===== src/hrlc_defs.svh =====
/*
 * constants of the health-report and host-lock command block:
 * command codes, signatures, sector layouts, register offsets, event bits.
 * assumes it is included by its bare name wherever the numbers are needed.
 */
`ifndef HRLC_DEFS_SVH
`define HRLC_DEFS_SVH

// ============================================================
// task-file command codes
`define HRLC_CMD_SMART    8'hb0
`define HRLC_CMD_LOCK     8'h83
`define HRLC_SUB_RD_THR   8'hd1
`define HRLC_SUB_RET_ST   8'hda
`define HRLC_SUB_RD_LOG   8'hd5
`define HRLC_SUB_WR_LOG   8'hd6
// commands still executed while locked
`define HRLC_LOCKED_OK    8'he5, 8'h90, 8'hec, 8'he3, 8'he1, 8'h00, 8'he4, 8'hef, 8'hc6, 8'he6, 8'he2, 8'he0, 8'he8

// ============================================================
// signatures in the cylinder registers
`define HRLC_SIG_LO       8'h4f
`define HRLC_SIG_HI       8'hc2
`define HRLC_EXC_LO       8'hf4
`define HRLC_EXC_HI       8'h2c

// ============================================================
// sector layouts
`define HRLC_SECT_LAST    10'd511
`define HRLC_THR_VER      16'h0010
`define HRLC_ENTRY_FIRST  10'd2
`define HRLC_ENTRY_END    10'd362
`define HRLC_ENTRY_LEN    10'd12
`define HRLC_ENTRY_NIDS   5'd12
`define HRLC_ATTR_IDS     {8'd196, 8'd213, 8'd229, 8'd203, 8'd204, 8'd199, 8'd232, 8'd12, 8'd241, 8'd242, 8'd214, 8'd215}
`define HRLC_ENT_SPARE    5'd0
`define HRLC_ENT_ERASE    5'd2
`define HRLC_LOG_VER      16'h0001
`define HRLC_LOG_DIR      8'h00
`define HRLC_LOG_VS_LO    8'h80
`define HRLC_LOG_VS_HI    8'h9f
`define HRLC_DIR_FIRST    10'd256
`define HRLC_DIR_END      10'd320
`define HRLC_LOG_SECTORS  8'h10
`define HRLC_CODE_FIRST   10'd32
`define HRLC_CODE_LAST    10'd64

// ============================================================
// feature bits of the lock command and identify word bits
`define HRLC_FEAT_LOCK    0
`define HRLC_FEAT_UNLOCK  1
`define HRLC_FEAT_ERASE   2
`define HRLC_ID_EN_BIT    10

// ============================================================
// register word indices and event bits
`define HRLC_REG_STATUS   2'h0
`define HRLC_REG_MASK     2'h1
`define HRLC_REG_THR      2'h2
`define HRLC_REG_LOCK     2'h3
`define HRLC_EV_DONE      0
`define HRLC_EV_ERR       1
`define HRLC_EV_HEALTH    2
`define HRLC_EV_LOCK      3

`endif


===== src/hrlc_pkg.sv =====
/*
 * types of the health-report and host-lock command block.
 * assumes nothing; every user names hrlc_pkg:: explicitly.
 */
package hrlc_pkg;

	// ============================================================
	// command state, one-hot
	typedef enum logic [2:0] {
		ST_IDLE = 3'b001,	// waiting for a command
		ST_SEND = 3'b010,	// data-in sector to the host
		ST_RECV = 3'b100	// data-out sector from the host
	} hrlc_state_t;

	// source of the sector being sent
	typedef enum logic [1:0] {
		SRC_THR  = 2'h0,	// threshold table
		SRC_DIR  = 2'h1,	// log directory
		SRC_ZERO = 2'h2		// empty vendor log
	} hrlc_src_t;

	// task file as issued by the host controller
	typedef struct packed {
		logic [7:0] feature;
		logic [7:0] count;
		logic [7:0] sector;
		logic [7:0] cyl_lo;
		logic [7:0] cyl_hi;
		logic [7:0] drv_head;
		logic [7:0] command;
	} hrlc_tf_t;

	// completion of a command
	typedef struct packed {
		logic       done;
		logic       error;
		logic [7:0] cyl_lo;
		logic [7:0] cyl_hi;
	} hrlc_resp_t;

	// whole state of the block
	typedef struct packed {
		hrlc_state_t  state;
		hrlc_src_t    src;
		logic         rx_lock;
		logic [2:0]   feat;
		logic [9:0]   idx;
		logic [7:0]   sum;
		logic [7:0]   byte_r;
		logic [263:0] code_in;
		logic [263:0] code;
		logic         enabled;
		logic         locked;
		hrlc_resp_t   resp;
		logic         pass;
		logic [3:0]   status;
		logic [3:0]   mask;
		logic [15:0]  thr;
		logic [15:0]  rdata;
		logic [1:0]   hsync;
		logic         hprev;
	} hrlc_regs_t;

endpackage


===== src/hrlc_cmd.sv =====
/*
 * health-report commands and host-bound lock command of the card.
 * assumes one clock, a synchronous reset, a host controller that waits for
 * cmd_ready and for resp.done, and a hard-reset pin from outside the clock.
 */
// Design decisions made here: the strobed register port and the placing of the registers.
// Overview of operation
// - health subcommands need 4Fh/C2h cylinder signature
// - threshold sector: version, thirty entries, checksum
// - entries: id, threshold; only 196, 229 nonzero
// - exceeded threshold returns F4h/2Ch in cylinders
// - otherwise cylinders keep the loaded signature
// - decode log directory, vendor logs, reserved
// - directory: version 1, sixteen sectors per vendor log
// - log write only to vendor logs
// - lock data is one sector, code bytes 32-64
// - lock bit stores code, enables locking
// - stored code locks at next hard reset
// - locked: only listed commands and the lock command run
// - unlock needs unlock bit and matching code
// - erase bit with code clears lock
// - several feature bits set: reject with error
// - identify word 128 bits 11:10 show lock
`include "hrlc_defs.svh"

module hrlc_cmd (
	input  wire logic               clock,        // 100 MHz card clock
	input  wire logic               srst,         // synchronous reset, high
	input  wire logic               ce,           // clock enable, freezes all state
	input  wire logic               hard_rst_n,   // hard-reset pin, low active, asynchronous
	input  wire logic               cmd_valid,    // task file holds a new command
	output logic                    cmd_ready,    // block is free to take a command
	input  wire hrlc_pkg::hrlc_tf_t tf,           // task file contents
	input  wire logic               spare_exceed, // spare-block count past threshold
	input  wire logic               erase_exceed, // erase count past threshold
	output logic                    dout_valid,   // sector byte offered to host
	output logic [7:0]              dout_byte,    // sector byte
	input  wire logic               dout_ready,   // host takes the byte
	input  wire logic               din_valid,    // host offers a sector byte
	input  wire logic [7:0]         din_byte,     // sector byte from host
	output logic                    din_ready,    // block takes the byte
	output hrlc_pkg::hrlc_resp_t    resp,         // completion, cylinders
	output logic                    cmd_pass,     // forward command to the card core
	output logic [15:0]             id_word128,   // identify word with lock bits
	input  wire logic [1:0]         reg_addr,     // register word index
	input  wire logic [15:0]        reg_wdata,    // register write data
	input  wire logic               reg_we,       // register write strobe
	input  wire logic               reg_re,       // register read strobe
	output logic [15:0]             reg_rdata,    // read data, cycle after reg_re
	output logic                    irq           // unmasked event pending
);

	// ============================================================
	// state
	hrlc_pkg::hrlc_regs_t r;    // registered state
	hrlc_pkg::hrlc_regs_t n;    // next state
	logic [3:0]           ev;   // events of this cycle
	logic                 take; // command taken this cycle
	logic                 sig;  // cylinder signature present
	logic                 match;// received code equals stored code
	logic [7:0]           sum_nxt;

	// ============================================================
	// functions
	// command allowed while locked
	function automatic logic allowed(input logic [7:0] c);
		allowed = c inside {`HRLC_LOCKED_OK};
	endfunction

	// vendor host log address
	function automatic logic vendor_log(input logic [7:0] a);
		vendor_log = (a >= `HRLC_LOG_VS_LO) && (a <= `HRLC_LOG_VS_HI);
	endfunction

	// byte at offset i of the sector from source s
	function automatic logic [7:0] gen(input hrlc_pkg::hrlc_src_t s, input logic [9:0] i,
	                                   input logic [7:0] sm, input logic [15:0] th);
		logic [9:0]  rel;
		logic [4:0]  e;
		logic [9:0]  o;
		logic [95:0] ids;
		rel = 10'(i - `HRLC_ENTRY_FIRST);
		e   = 5'(rel / `HRLC_ENTRY_LEN);
		o   = 10'(rel % `HRLC_ENTRY_LEN);
		ids = `HRLC_ATTR_IDS;
		gen = 8'h00;
		case (s)
			hrlc_pkg::SRC_THR: begin
				if (i == `HRLC_SECT_LAST) begin
					gen = 8'(8'h00 - sm);
				end else if (i < `HRLC_ENTRY_FIRST) begin
					gen = 8'(i[0] ? `HRLC_THR_VER >> 8 : `HRLC_THR_VER);
				end else if (i < `HRLC_ENTRY_END) begin
					if (o == 10'd0 && e < `HRLC_ENTRY_NIDS) begin
						gen = ids[8 * (11 - 32'(e)) +: 8];
					end else if (o == 10'd1 && e == `HRLC_ENT_SPARE) begin
						gen = th[7:0];
					end else if (o == 10'd1 && e == `HRLC_ENT_ERASE) begin
						gen = th[15:8];
					end
				end
			end
			hrlc_pkg::SRC_DIR: begin
				if (i < `HRLC_ENTRY_FIRST) begin
					gen = 8'(i[0] ? `HRLC_LOG_VER >> 8 : `HRLC_LOG_VER);
				end else if (i >= `HRLC_DIR_FIRST && i < `HRLC_DIR_END && !i[0]) begin
					gen = `HRLC_LOG_SECTORS;
				end
			end
			default: gen = 8'h00;
		endcase
	endfunction

	// ============================================================
	// ports from state
	assign cmd_ready  = (r.state == hrlc_pkg::ST_IDLE);
	assign take       = ce && cmd_ready && cmd_valid;
	assign sig        = (tf.cyl_lo == `HRLC_SIG_LO) && (tf.cyl_hi == `HRLC_SIG_HI);
	assign match      = (r.code_in == r.code);
	assign sum_nxt    = 8'(r.sum + r.byte_r);
	assign dout_valid = (r.state == hrlc_pkg::ST_SEND);
	assign dout_byte  = r.byte_r;
	assign din_ready  = (r.state == hrlc_pkg::ST_RECV);
	assign resp       = r.resp;
	assign cmd_pass   = r.pass;
	assign reg_rdata  = r.rdata;
	assign irq        = |(r.status & r.mask);
	assign id_word128 = 16'({r.locked, r.enabled}) << `HRLC_ID_EN_BIT;

	// ============================================================
	// next state
	always_comb begin
		n           = r;
		ev          = 4'h0;
		n.resp.done = 1'b0;
		n.pass      = 1'b0;
		n.rdata     = 16'h0000;
		// hard-reset pin through two flops, lock re-arms on its assertion
		n.hsync     = {r.hsync[0], hard_rst_n};
		n.hprev     = r.hsync[1];
		case (r.state)
			// take and decode a command
			hrlc_pkg::ST_IDLE: begin
				if (take) begin
					n.resp.error  = 1'b0;
					n.resp.cyl_lo = tf.cyl_lo;
					n.resp.cyl_hi = tf.cyl_hi;
					n.idx         = 10'd0;
					n.sum         = 8'h00;
					n.feat        = tf.feature[2:0];
					if (tf.command == `HRLC_CMD_LOCK) begin
						if ($countones(tf.feature[2:0]) > 1) begin
							n.resp.done  = 1'b1;
							n.resp.error = 1'b1;
						end else begin
							n.state   = hrlc_pkg::ST_RECV;
							n.rx_lock = 1'b1;
						end
					end else if (r.locked && !allowed(tf.command)) begin
						n.resp.done  = 1'b1;
						n.resp.error = 1'b1;
					end else if (tf.command != `HRLC_CMD_SMART) begin
						n.pass = 1'b1;
					end else if (!sig) begin
						n.resp.done  = 1'b1;
						n.resp.error = 1'b1;
					end else begin
						case (tf.feature)
							`HRLC_SUB_RD_THR: begin
								n.state  = hrlc_pkg::ST_SEND;
								n.src    = hrlc_pkg::SRC_THR;
								n.byte_r = gen(hrlc_pkg::SRC_THR, 10'd0, 8'h00, r.thr);
							end
							`HRLC_SUB_RET_ST: begin
								n.resp.done = 1'b1;
								if (spare_exceed || erase_exceed) begin
									n.resp.cyl_lo       = `HRLC_EXC_LO;
									n.resp.cyl_hi       = `HRLC_EXC_HI;
									ev[`HRLC_EV_HEALTH] = 1'b1;
								end
							end
							`HRLC_SUB_RD_LOG: begin
								if (tf.sector == `HRLC_LOG_DIR) begin
									n.state  = hrlc_pkg::ST_SEND;
									n.src    = hrlc_pkg::SRC_DIR;
									n.byte_r = gen(hrlc_pkg::SRC_DIR, 10'd0, 8'h00, r.thr);
								end else if (vendor_log(tf.sector)) begin
									n.state  = hrlc_pkg::ST_SEND;
									n.src    = hrlc_pkg::SRC_ZERO;
									n.byte_r = 8'h00;
								end else begin
									n.resp.done  = 1'b1;
									n.resp.error = 1'b1;
								end
							end
							`HRLC_SUB_WR_LOG: begin
								if (vendor_log(tf.sector)) begin
									n.state   = hrlc_pkg::ST_RECV;
									n.rx_lock = 1'b0;
								end else begin
									n.resp.done  = 1'b1;
									n.resp.error = 1'b1;
								end
							end
							default: begin
								n.resp.done  = 1'b1;
								n.resp.error = 1'b1;
							end
						endcase
					end
				end
			end
			// one sector to the host, checksum built on the fly
			hrlc_pkg::ST_SEND: begin
				if (ce && dout_ready) begin
					n.sum = sum_nxt;
					if (r.idx == `HRLC_SECT_LAST) begin
						n.state     = hrlc_pkg::ST_IDLE;
						n.resp.done = 1'b1;
					end else begin
						n.idx    = 10'(r.idx + 10'd1);
						n.byte_r = gen(r.src, 10'(r.idx + 10'd1), sum_nxt, r.thr);
					end
				end
			end
			// one sector from the host; lock code shifted in
			hrlc_pkg::ST_RECV: begin
				if (ce && din_valid) begin
					n.idx = 10'(r.idx + 10'd1);
					if (r.rx_lock && r.idx >= `HRLC_CODE_FIRST && r.idx <= `HRLC_CODE_LAST) begin
						n.code_in = {r.code_in[255:0], din_byte};
					end
					if (r.idx == `HRLC_SECT_LAST) begin
						n.state     = hrlc_pkg::ST_IDLE;
						n.resp.done = 1'b1;
						if (r.rx_lock && r.feat[`HRLC_FEAT_LOCK]) begin
							n.code    = r.code_in;
							n.enabled = 1'b1;
						end else if (r.rx_lock && r.feat[`HRLC_FEAT_UNLOCK]) begin
							if (r.enabled && match) begin
								n.locked = 1'b0;
							end else begin
								n.resp.error = 1'b1;
							end
						end else if (r.rx_lock && r.feat[`HRLC_FEAT_ERASE]) begin
							if (r.enabled && match) begin
								n.enabled = 1'b0;
								n.locked  = 1'b0;
								n.code    = '0;
							end else begin
								n.resp.error = 1'b1;
							end
						end
					end
				end
			end
			default: n.state = hrlc_pkg::ST_IDLE;
		endcase
		// hard reset: abort and fall back to the locked mode if armed
		if (r.hprev && !r.hsync[1]) begin
			n.state  = hrlc_pkg::ST_IDLE;
			n.locked = r.enabled;
		end
		// events
		ev[`HRLC_EV_DONE] = n.resp.done;
		ev[`HRLC_EV_ERR]  = n.resp.done && n.resp.error;
		ev[`HRLC_EV_LOCK] = (n.locked != r.locked) || (n.enabled != r.enabled);
		// register port
		if (reg_we) begin
			case (reg_addr)
				`HRLC_REG_STATUS: n.status = r.status & ~reg_wdata[3:0];
				`HRLC_REG_MASK:   n.mask   = reg_wdata[3:0];
				`HRLC_REG_THR:    n.thr    = reg_wdata;
				default:          n.mask   = r.mask;
			endcase
		end
		if (reg_re) begin
			case (reg_addr)
				`HRLC_REG_STATUS: n.rdata = {12'h000, r.status};
				`HRLC_REG_MASK:   n.rdata = {12'h000, r.mask};
				`HRLC_REG_THR:    n.rdata = r.thr;
				default:          n.rdata = {14'h0000, r.locked, r.enabled};
			endcase
		end
		// a new event wins over a clear in the same cycle
		n.status = n.status | ev;
	end

	// ============================================================
	// state register
	always_ff @(posedge clock) begin
		if (srst) begin
			r       <= '0;
			r.state <= hrlc_pkg::ST_IDLE;
			r.hsync <= 2'b11;
			r.hprev <= 1'b1;
		end else if (ce) begin
			r <= n;
		end
	end

	// ============================================================
	// checks
	property p_sig;
		@(posedge clock) disable iff (srst)
		take && tf.command == `HRLC_CMD_SMART && !r.locked && !sig |=> resp.done && resp.error;
	endproperty
	a_sig: assert property (p_sig) else $error("health command ran without signature");

	property p_exc;
		@(posedge clock) disable iff (srst)
		take && !r.locked && tf.command == `HRLC_CMD_SMART && sig &&
		tf.feature == `HRLC_SUB_RET_ST && (spare_exceed || erase_exceed)
		|=> resp.done && resp.cyl_lo == `HRLC_EXC_LO && resp.cyl_hi == `HRLC_EXC_HI;
	endproperty
	a_exc: assert property (p_exc) else $error("exceeded status not reported");

	property p_ok;
		@(posedge clock) disable iff (srst)
		take && !r.locked && tf.command == `HRLC_CMD_SMART && sig &&
		tf.feature == `HRLC_SUB_RET_ST && !spare_exceed && !erase_exceed
		|=> resp.done && !resp.error && resp.cyl_lo == `HRLC_SIG_LO && resp.cyl_hi == `HRLC_SIG_HI;
	endproperty
	a_ok: assert property (p_ok) else $error("signature not kept on healthy status");

	property p_ver;
		@(posedge clock) disable iff (srst)
		take && !r.locked && tf.command == `HRLC_CMD_SMART && sig && tf.feature == `HRLC_SUB_RD_THR
		&& !(r.hprev && !r.hsync[1]) |=> dout_valid && dout_byte == 8'h10;
	endproperty
	a_ver: assert property (p_ver) else $error("threshold version byte wrong");

	property p_wlog;
		@(posedge clock) disable iff (srst)
		take && !r.locked && tf.command == `HRLC_CMD_SMART && sig &&
		tf.feature == `HRLC_SUB_WR_LOG && !vendor_log(tf.sector) |=> resp.error && !din_ready;
	endproperty
	a_wlog: assert property (p_wlog) else $error("non-vendor log accepted for write");

	property p_filter;
		@(posedge clock) disable iff (srst)
		take && r.locked && !allowed(tf.command) && tf.command != `HRLC_CMD_LOCK
		|=> resp.error && !cmd_pass;
	endproperty
	a_filter: assert property (p_filter) else $error("refused command passed while locked");

	property p_multi;
		@(posedge clock) disable iff (srst)
		take && tf.command == `HRLC_CMD_LOCK && $countones(tf.feature[2:0]) > 1
		|=> resp.done && resp.error && $stable(r.code) && cmd_ready;
	endproperty
	a_multi: assert property (p_multi) else $error("several lock bits not rejected");

	property p_bad_code;
		@(posedge clock) disable iff (srst)
		ce && r.state == hrlc_pkg::ST_RECV && din_valid && r.idx == `HRLC_SECT_LAST &&
		r.rx_lock && (r.feat[`HRLC_FEAT_UNLOCK] || r.feat[`HRLC_FEAT_ERASE]) && !match &&
		!(r.hprev && !r.hsync[1])
		|=> resp.error && $stable(r.locked) && $stable(r.enabled);
	endproperty
	a_bad_code: assert property (p_bad_code) else $error("wrong code changed lock state");

	property p_rearm;
		@(posedge clock) disable iff (srst)
		ce && r.hprev && !r.hsync[1] |=> r.locked == $past(r.enabled) && id_word128[11] == r.locked;
	endproperty
	a_rearm: assert property (p_rearm) else $error("hard reset did not re-arm lock");

endmodule


===== config.mk =====
export PLATFORM = sky130hd
export DESIGN_NAME = hrlc_cmd
export DESIGN_NICKNAME = d
export VERILOG_FILES = /design/src/hrlc_pkg.sv /design/src/hrlc_cmd.sv
export VERILOG_INCLUDE_DIRS = /design/src
export SDC_FILE = /design/constraint.sdc
export NUM_CORES = 1
export LEC_CHECK = 0
export ABC_AREA = 1
export ABC_CLOCK_PERIOD_IN_PS = 9770
export BUFFER_PORTS_ARGS = -buffer_cell sky130_fd_sc_hd__buf_2
export CAP_MARGIN = 20
export CORE_MARGIN = 2
export CORE_UTILIZATION = 48
export DETAILED_ROUTE_END_ITERATION = 10
export MAX_ROUTING_LAYER = met4
export PLACE_DENSITY = 0.68
export SKIP_LAST_GASP = 1
export SYNTH_ARGS = -nofsm -noshare
export SYNTH_HDL_FRONTEND = slang
export SYNTH_SLANG_ARGS = --single-unit
export TNS_END_PERCENT = 30

===== constraint.sdc =====
create_clock -name clock -period 9.77 [get_ports clock]
set_input_delay 0.4885 -clock clock [delete_from_list [all_inputs] [get_ports clock]]
set_output_delay 0.4885 -clock clock [all_outputs]
set_load 0.01 [all_outputs]

==> out/results.txt <==
Layout area overhead = 9.864%
Min Tclk post-route = 5.081 ns
Smallest hold slack = 0.1040 ns
Crit path buf inv count = 3
Max_slew headroom = 0.2817
Hold-fix buffer count after cts = 0
Synth Register Bits = 627
Synth warnings = 0
Final setup viols = 0
IO Pins = 156
Placer Congestion = 0.9290
Clock skew = 0.02291 ns
Clock Latency Late Sink = 0.61 ns
RSZ-0062 raised after global routing = false
Max_cap viols = 0
Hold Violations, Final = 0
Synth cell types = 51
Initial Util = 0.4848
Crit Path Class = reg -> reg
# resized after CTS = 0
Setup TNS = 0 ns
GRT overflow = 0
Critical Path Source Type = flip-flop
CTS tree = built
1st-iter DRT viols = 1,648
Clock Root Buffer = clkbuf_16
CTS buffer count = 67
Multiplexer area fraction after synthesis = 0
Complex-gate fraction of the synthesized area = 0.1548
Ys async rst share = 0
Register area = 12,550 um2
Crit-path most repeated cell = buf_4
Worst Path Required = 10.30 ns
Via count = 23,740
XOR/XNOR Fraction of Synth Area = 0.06619
Crit. End Element = flip-flop
Initial antenna violation count = 1
CTS H-tree depth = 3
Least-Margin Pin Slew = 1.077 ns
Syn Area/Cell = 7.396 um2
Reg2Reg Setup Slack = 4.69 ns
Area share of the largest cell type after synthesis = 0.4496
Post-Route WL = 66,330 um
Max Fclk = 196.8 MHz
Slowest cell on crit path = buf_4
Status = finished clean
Synth Area in Adders = 0.008784
Worst VDD drop = 0.0001362 V
Final setup margin = 4.689 ns
Footprint of the multi-input gates = 13,420 um2
Total iterations of the first detailed-routing run = 5
Clock tree buffer depth = 3
Vias/cell = 5.212
Setup bufs post-CTS = 0
EDFF count, synth = 0
Clk pin slew, worst setup/hold paths = 0.06 ns
Leak Pwr = 12.34 nW
Post-synth top cells = nand2_1 (831), dfxtp_1 (627), nor2_1 (469)
Top-count cell post-synth = nand2_1
Max incr delay on CP = 0.93 ns
Final #Nets = 3,851
Synth area leader = dfxtp_1
Vias in the first global route = 21,500
Cell count after synthesis = 3,775
Area contributors post-synth = dfxtp_1 (45%), nand2_1 (11%), a21oi_1 (7.5%)
Synthesized area = 27,920 um2
Die area = 60,110 um2
Grt met2 use = 0.3549
Met1 usage in global routing = 0.2925
Sequential share of the synthesized area = 0.4496
Sink Count = 627
Die extent in y = 245.2 um
Post-route ant nets = 0
Row count = 88
Layout cell share with drive strength beyond 1 = 0.09923
Placed Area = 28,510 um2
Main combinational cell family by area after synthesis = simple AND/OR/NAND/NOR gates
Global-route usage over all layers = 0.2225
Width of the die = 245.2 um
Number of port buffers = 125
DRC errors left = 0
Simple-gate share of the synthesized area = 0.2484
Largest net degree at the start of global routing = 178
Fillers = 5,477
Final instance area = 30,670 um2
Drt wl/cell = 14.56 um
Core box area = 57,590 um2
CP top delay family = buffers and inverters
Final Max Slew Viols = 0
Worst Hold Class = in -> reg
Crit-path max FO = 93
Final period util = 0.5200
CP Data Arrival Time = 5.61 ns
Dpl hpwl = 40,710 um
PD cells = 174.8 nW/um2
Total Power = 5.360 mW
Ys flop type = dfxtp_1
GRT busiest layer = met2
Worst-path cell chain = ha_1 > nand2_2 > nor2_2 > nand3_2 > nor4_1 > nand2_1 > nor2_4 > buf_4 > buf_4 > buf_4 > nand2_1 > a21oi_1
Place WS = 4.677 ns
First-pass GRT wire length = 108,900 um
Met3 usage = 0.03280
[cell families after synthesis]
group | Yosys count
AOI/OAI and AO/OA | 808
and+or+nand+nor | 1637
buffers and inverters | 472
xor gates and xnor gates | 211
adders and majority gates | 19
other | 1
DFF | 627
[per-stage QoR]
step	instances	util
floorplan	3788	-
global placement	4435	0.4950
detailed placement	4435	0.4950
CTS	4554	0.5326
global route	4555	0.5326
finish	4555	0.5326
[state kept, by name (all words and copies together), names as in the netlist]
register,flops
r,580
cmd_pass,1
dout_byte,8
id_word128,2
resp,18
reg_rdata,16
n,2
[layer usage]
metal	vias up	part of all wire
li1	12200	-
met1	10940	0.47
met2	493	0.46
met3	109	0.046
met4	0	0.024
met5	-	0
[area by class of cell]
| type | instances | share of cell area |
|---|---|---|
| diodes | 1 | 0.00008159 |
| flip-flops and latches | 627 | 0.4092 |
| inverters | 213 | 0.02672 |
| clock inverters | 17 | 0.006649 |
| clock buffers | 102 | 0.06388 |
| multi-input cells | 2689 | 0.4376 |
| well taps | 765 | 0.03121 |
| repair buffers | 141 | 0.02464 |
[layout by cell type (no fill, tap or decap), types with 19 or more instances in the layout]
master     Yosys  routed
a211oi_1      55      55
a21oi_1      418     418
buf_2          0     124
clkbuf_1     193      21
clkbuf_16      0      68
dfxtp_1      627     627
inv_1        198     195
nand2_1      831     831
nand2_2       26      26
nand3_1      112     111
nand4_1       50      50
nor2_1       469     468
nor4_1        38      38
o21ai_0      270     270
or2_2         56      56
xnor2_1      192     192
xor2_1        19      19
[worst min-delay path, cell delays in order]
cell,delay [ns]
buf_2,0.07
nor2_1,0.03
nor2_1,0.08
[report_power, final]
part | total (mW) | internal [mW] | switching (mW) | leakage, nW
sequential | 2.57 | 2.57 | 0.00690 | 5.05
combinational | 0.279 | 0.0798 | 0.199 | 6.22
clock | 2.51 | 1.47 | 1.04 | 1.06
total | 5.36 | 4.12 | 1.24 | 12.3
[worst paths after layout]
check                                         start             endpoint  cells past startpoint
worst max-delay path            r[608]$_SDFFE_PP0P_   r[97]$_SDFFE_PP0P_                     12
worst min-delay path                    din_byte[0]  r[328]$_SDFFE_PP0P_                      3
worst max register to register  r[608]$_SDFFE_PP0P_   r[97]$_SDFFE_PP0P_                     12
worst min register to register  r[360]$_SDFFE_PP0P_   r[96]$_SDFFE_PP0P_                      2
Note: power is estimated with default switching activity, not from simulation.
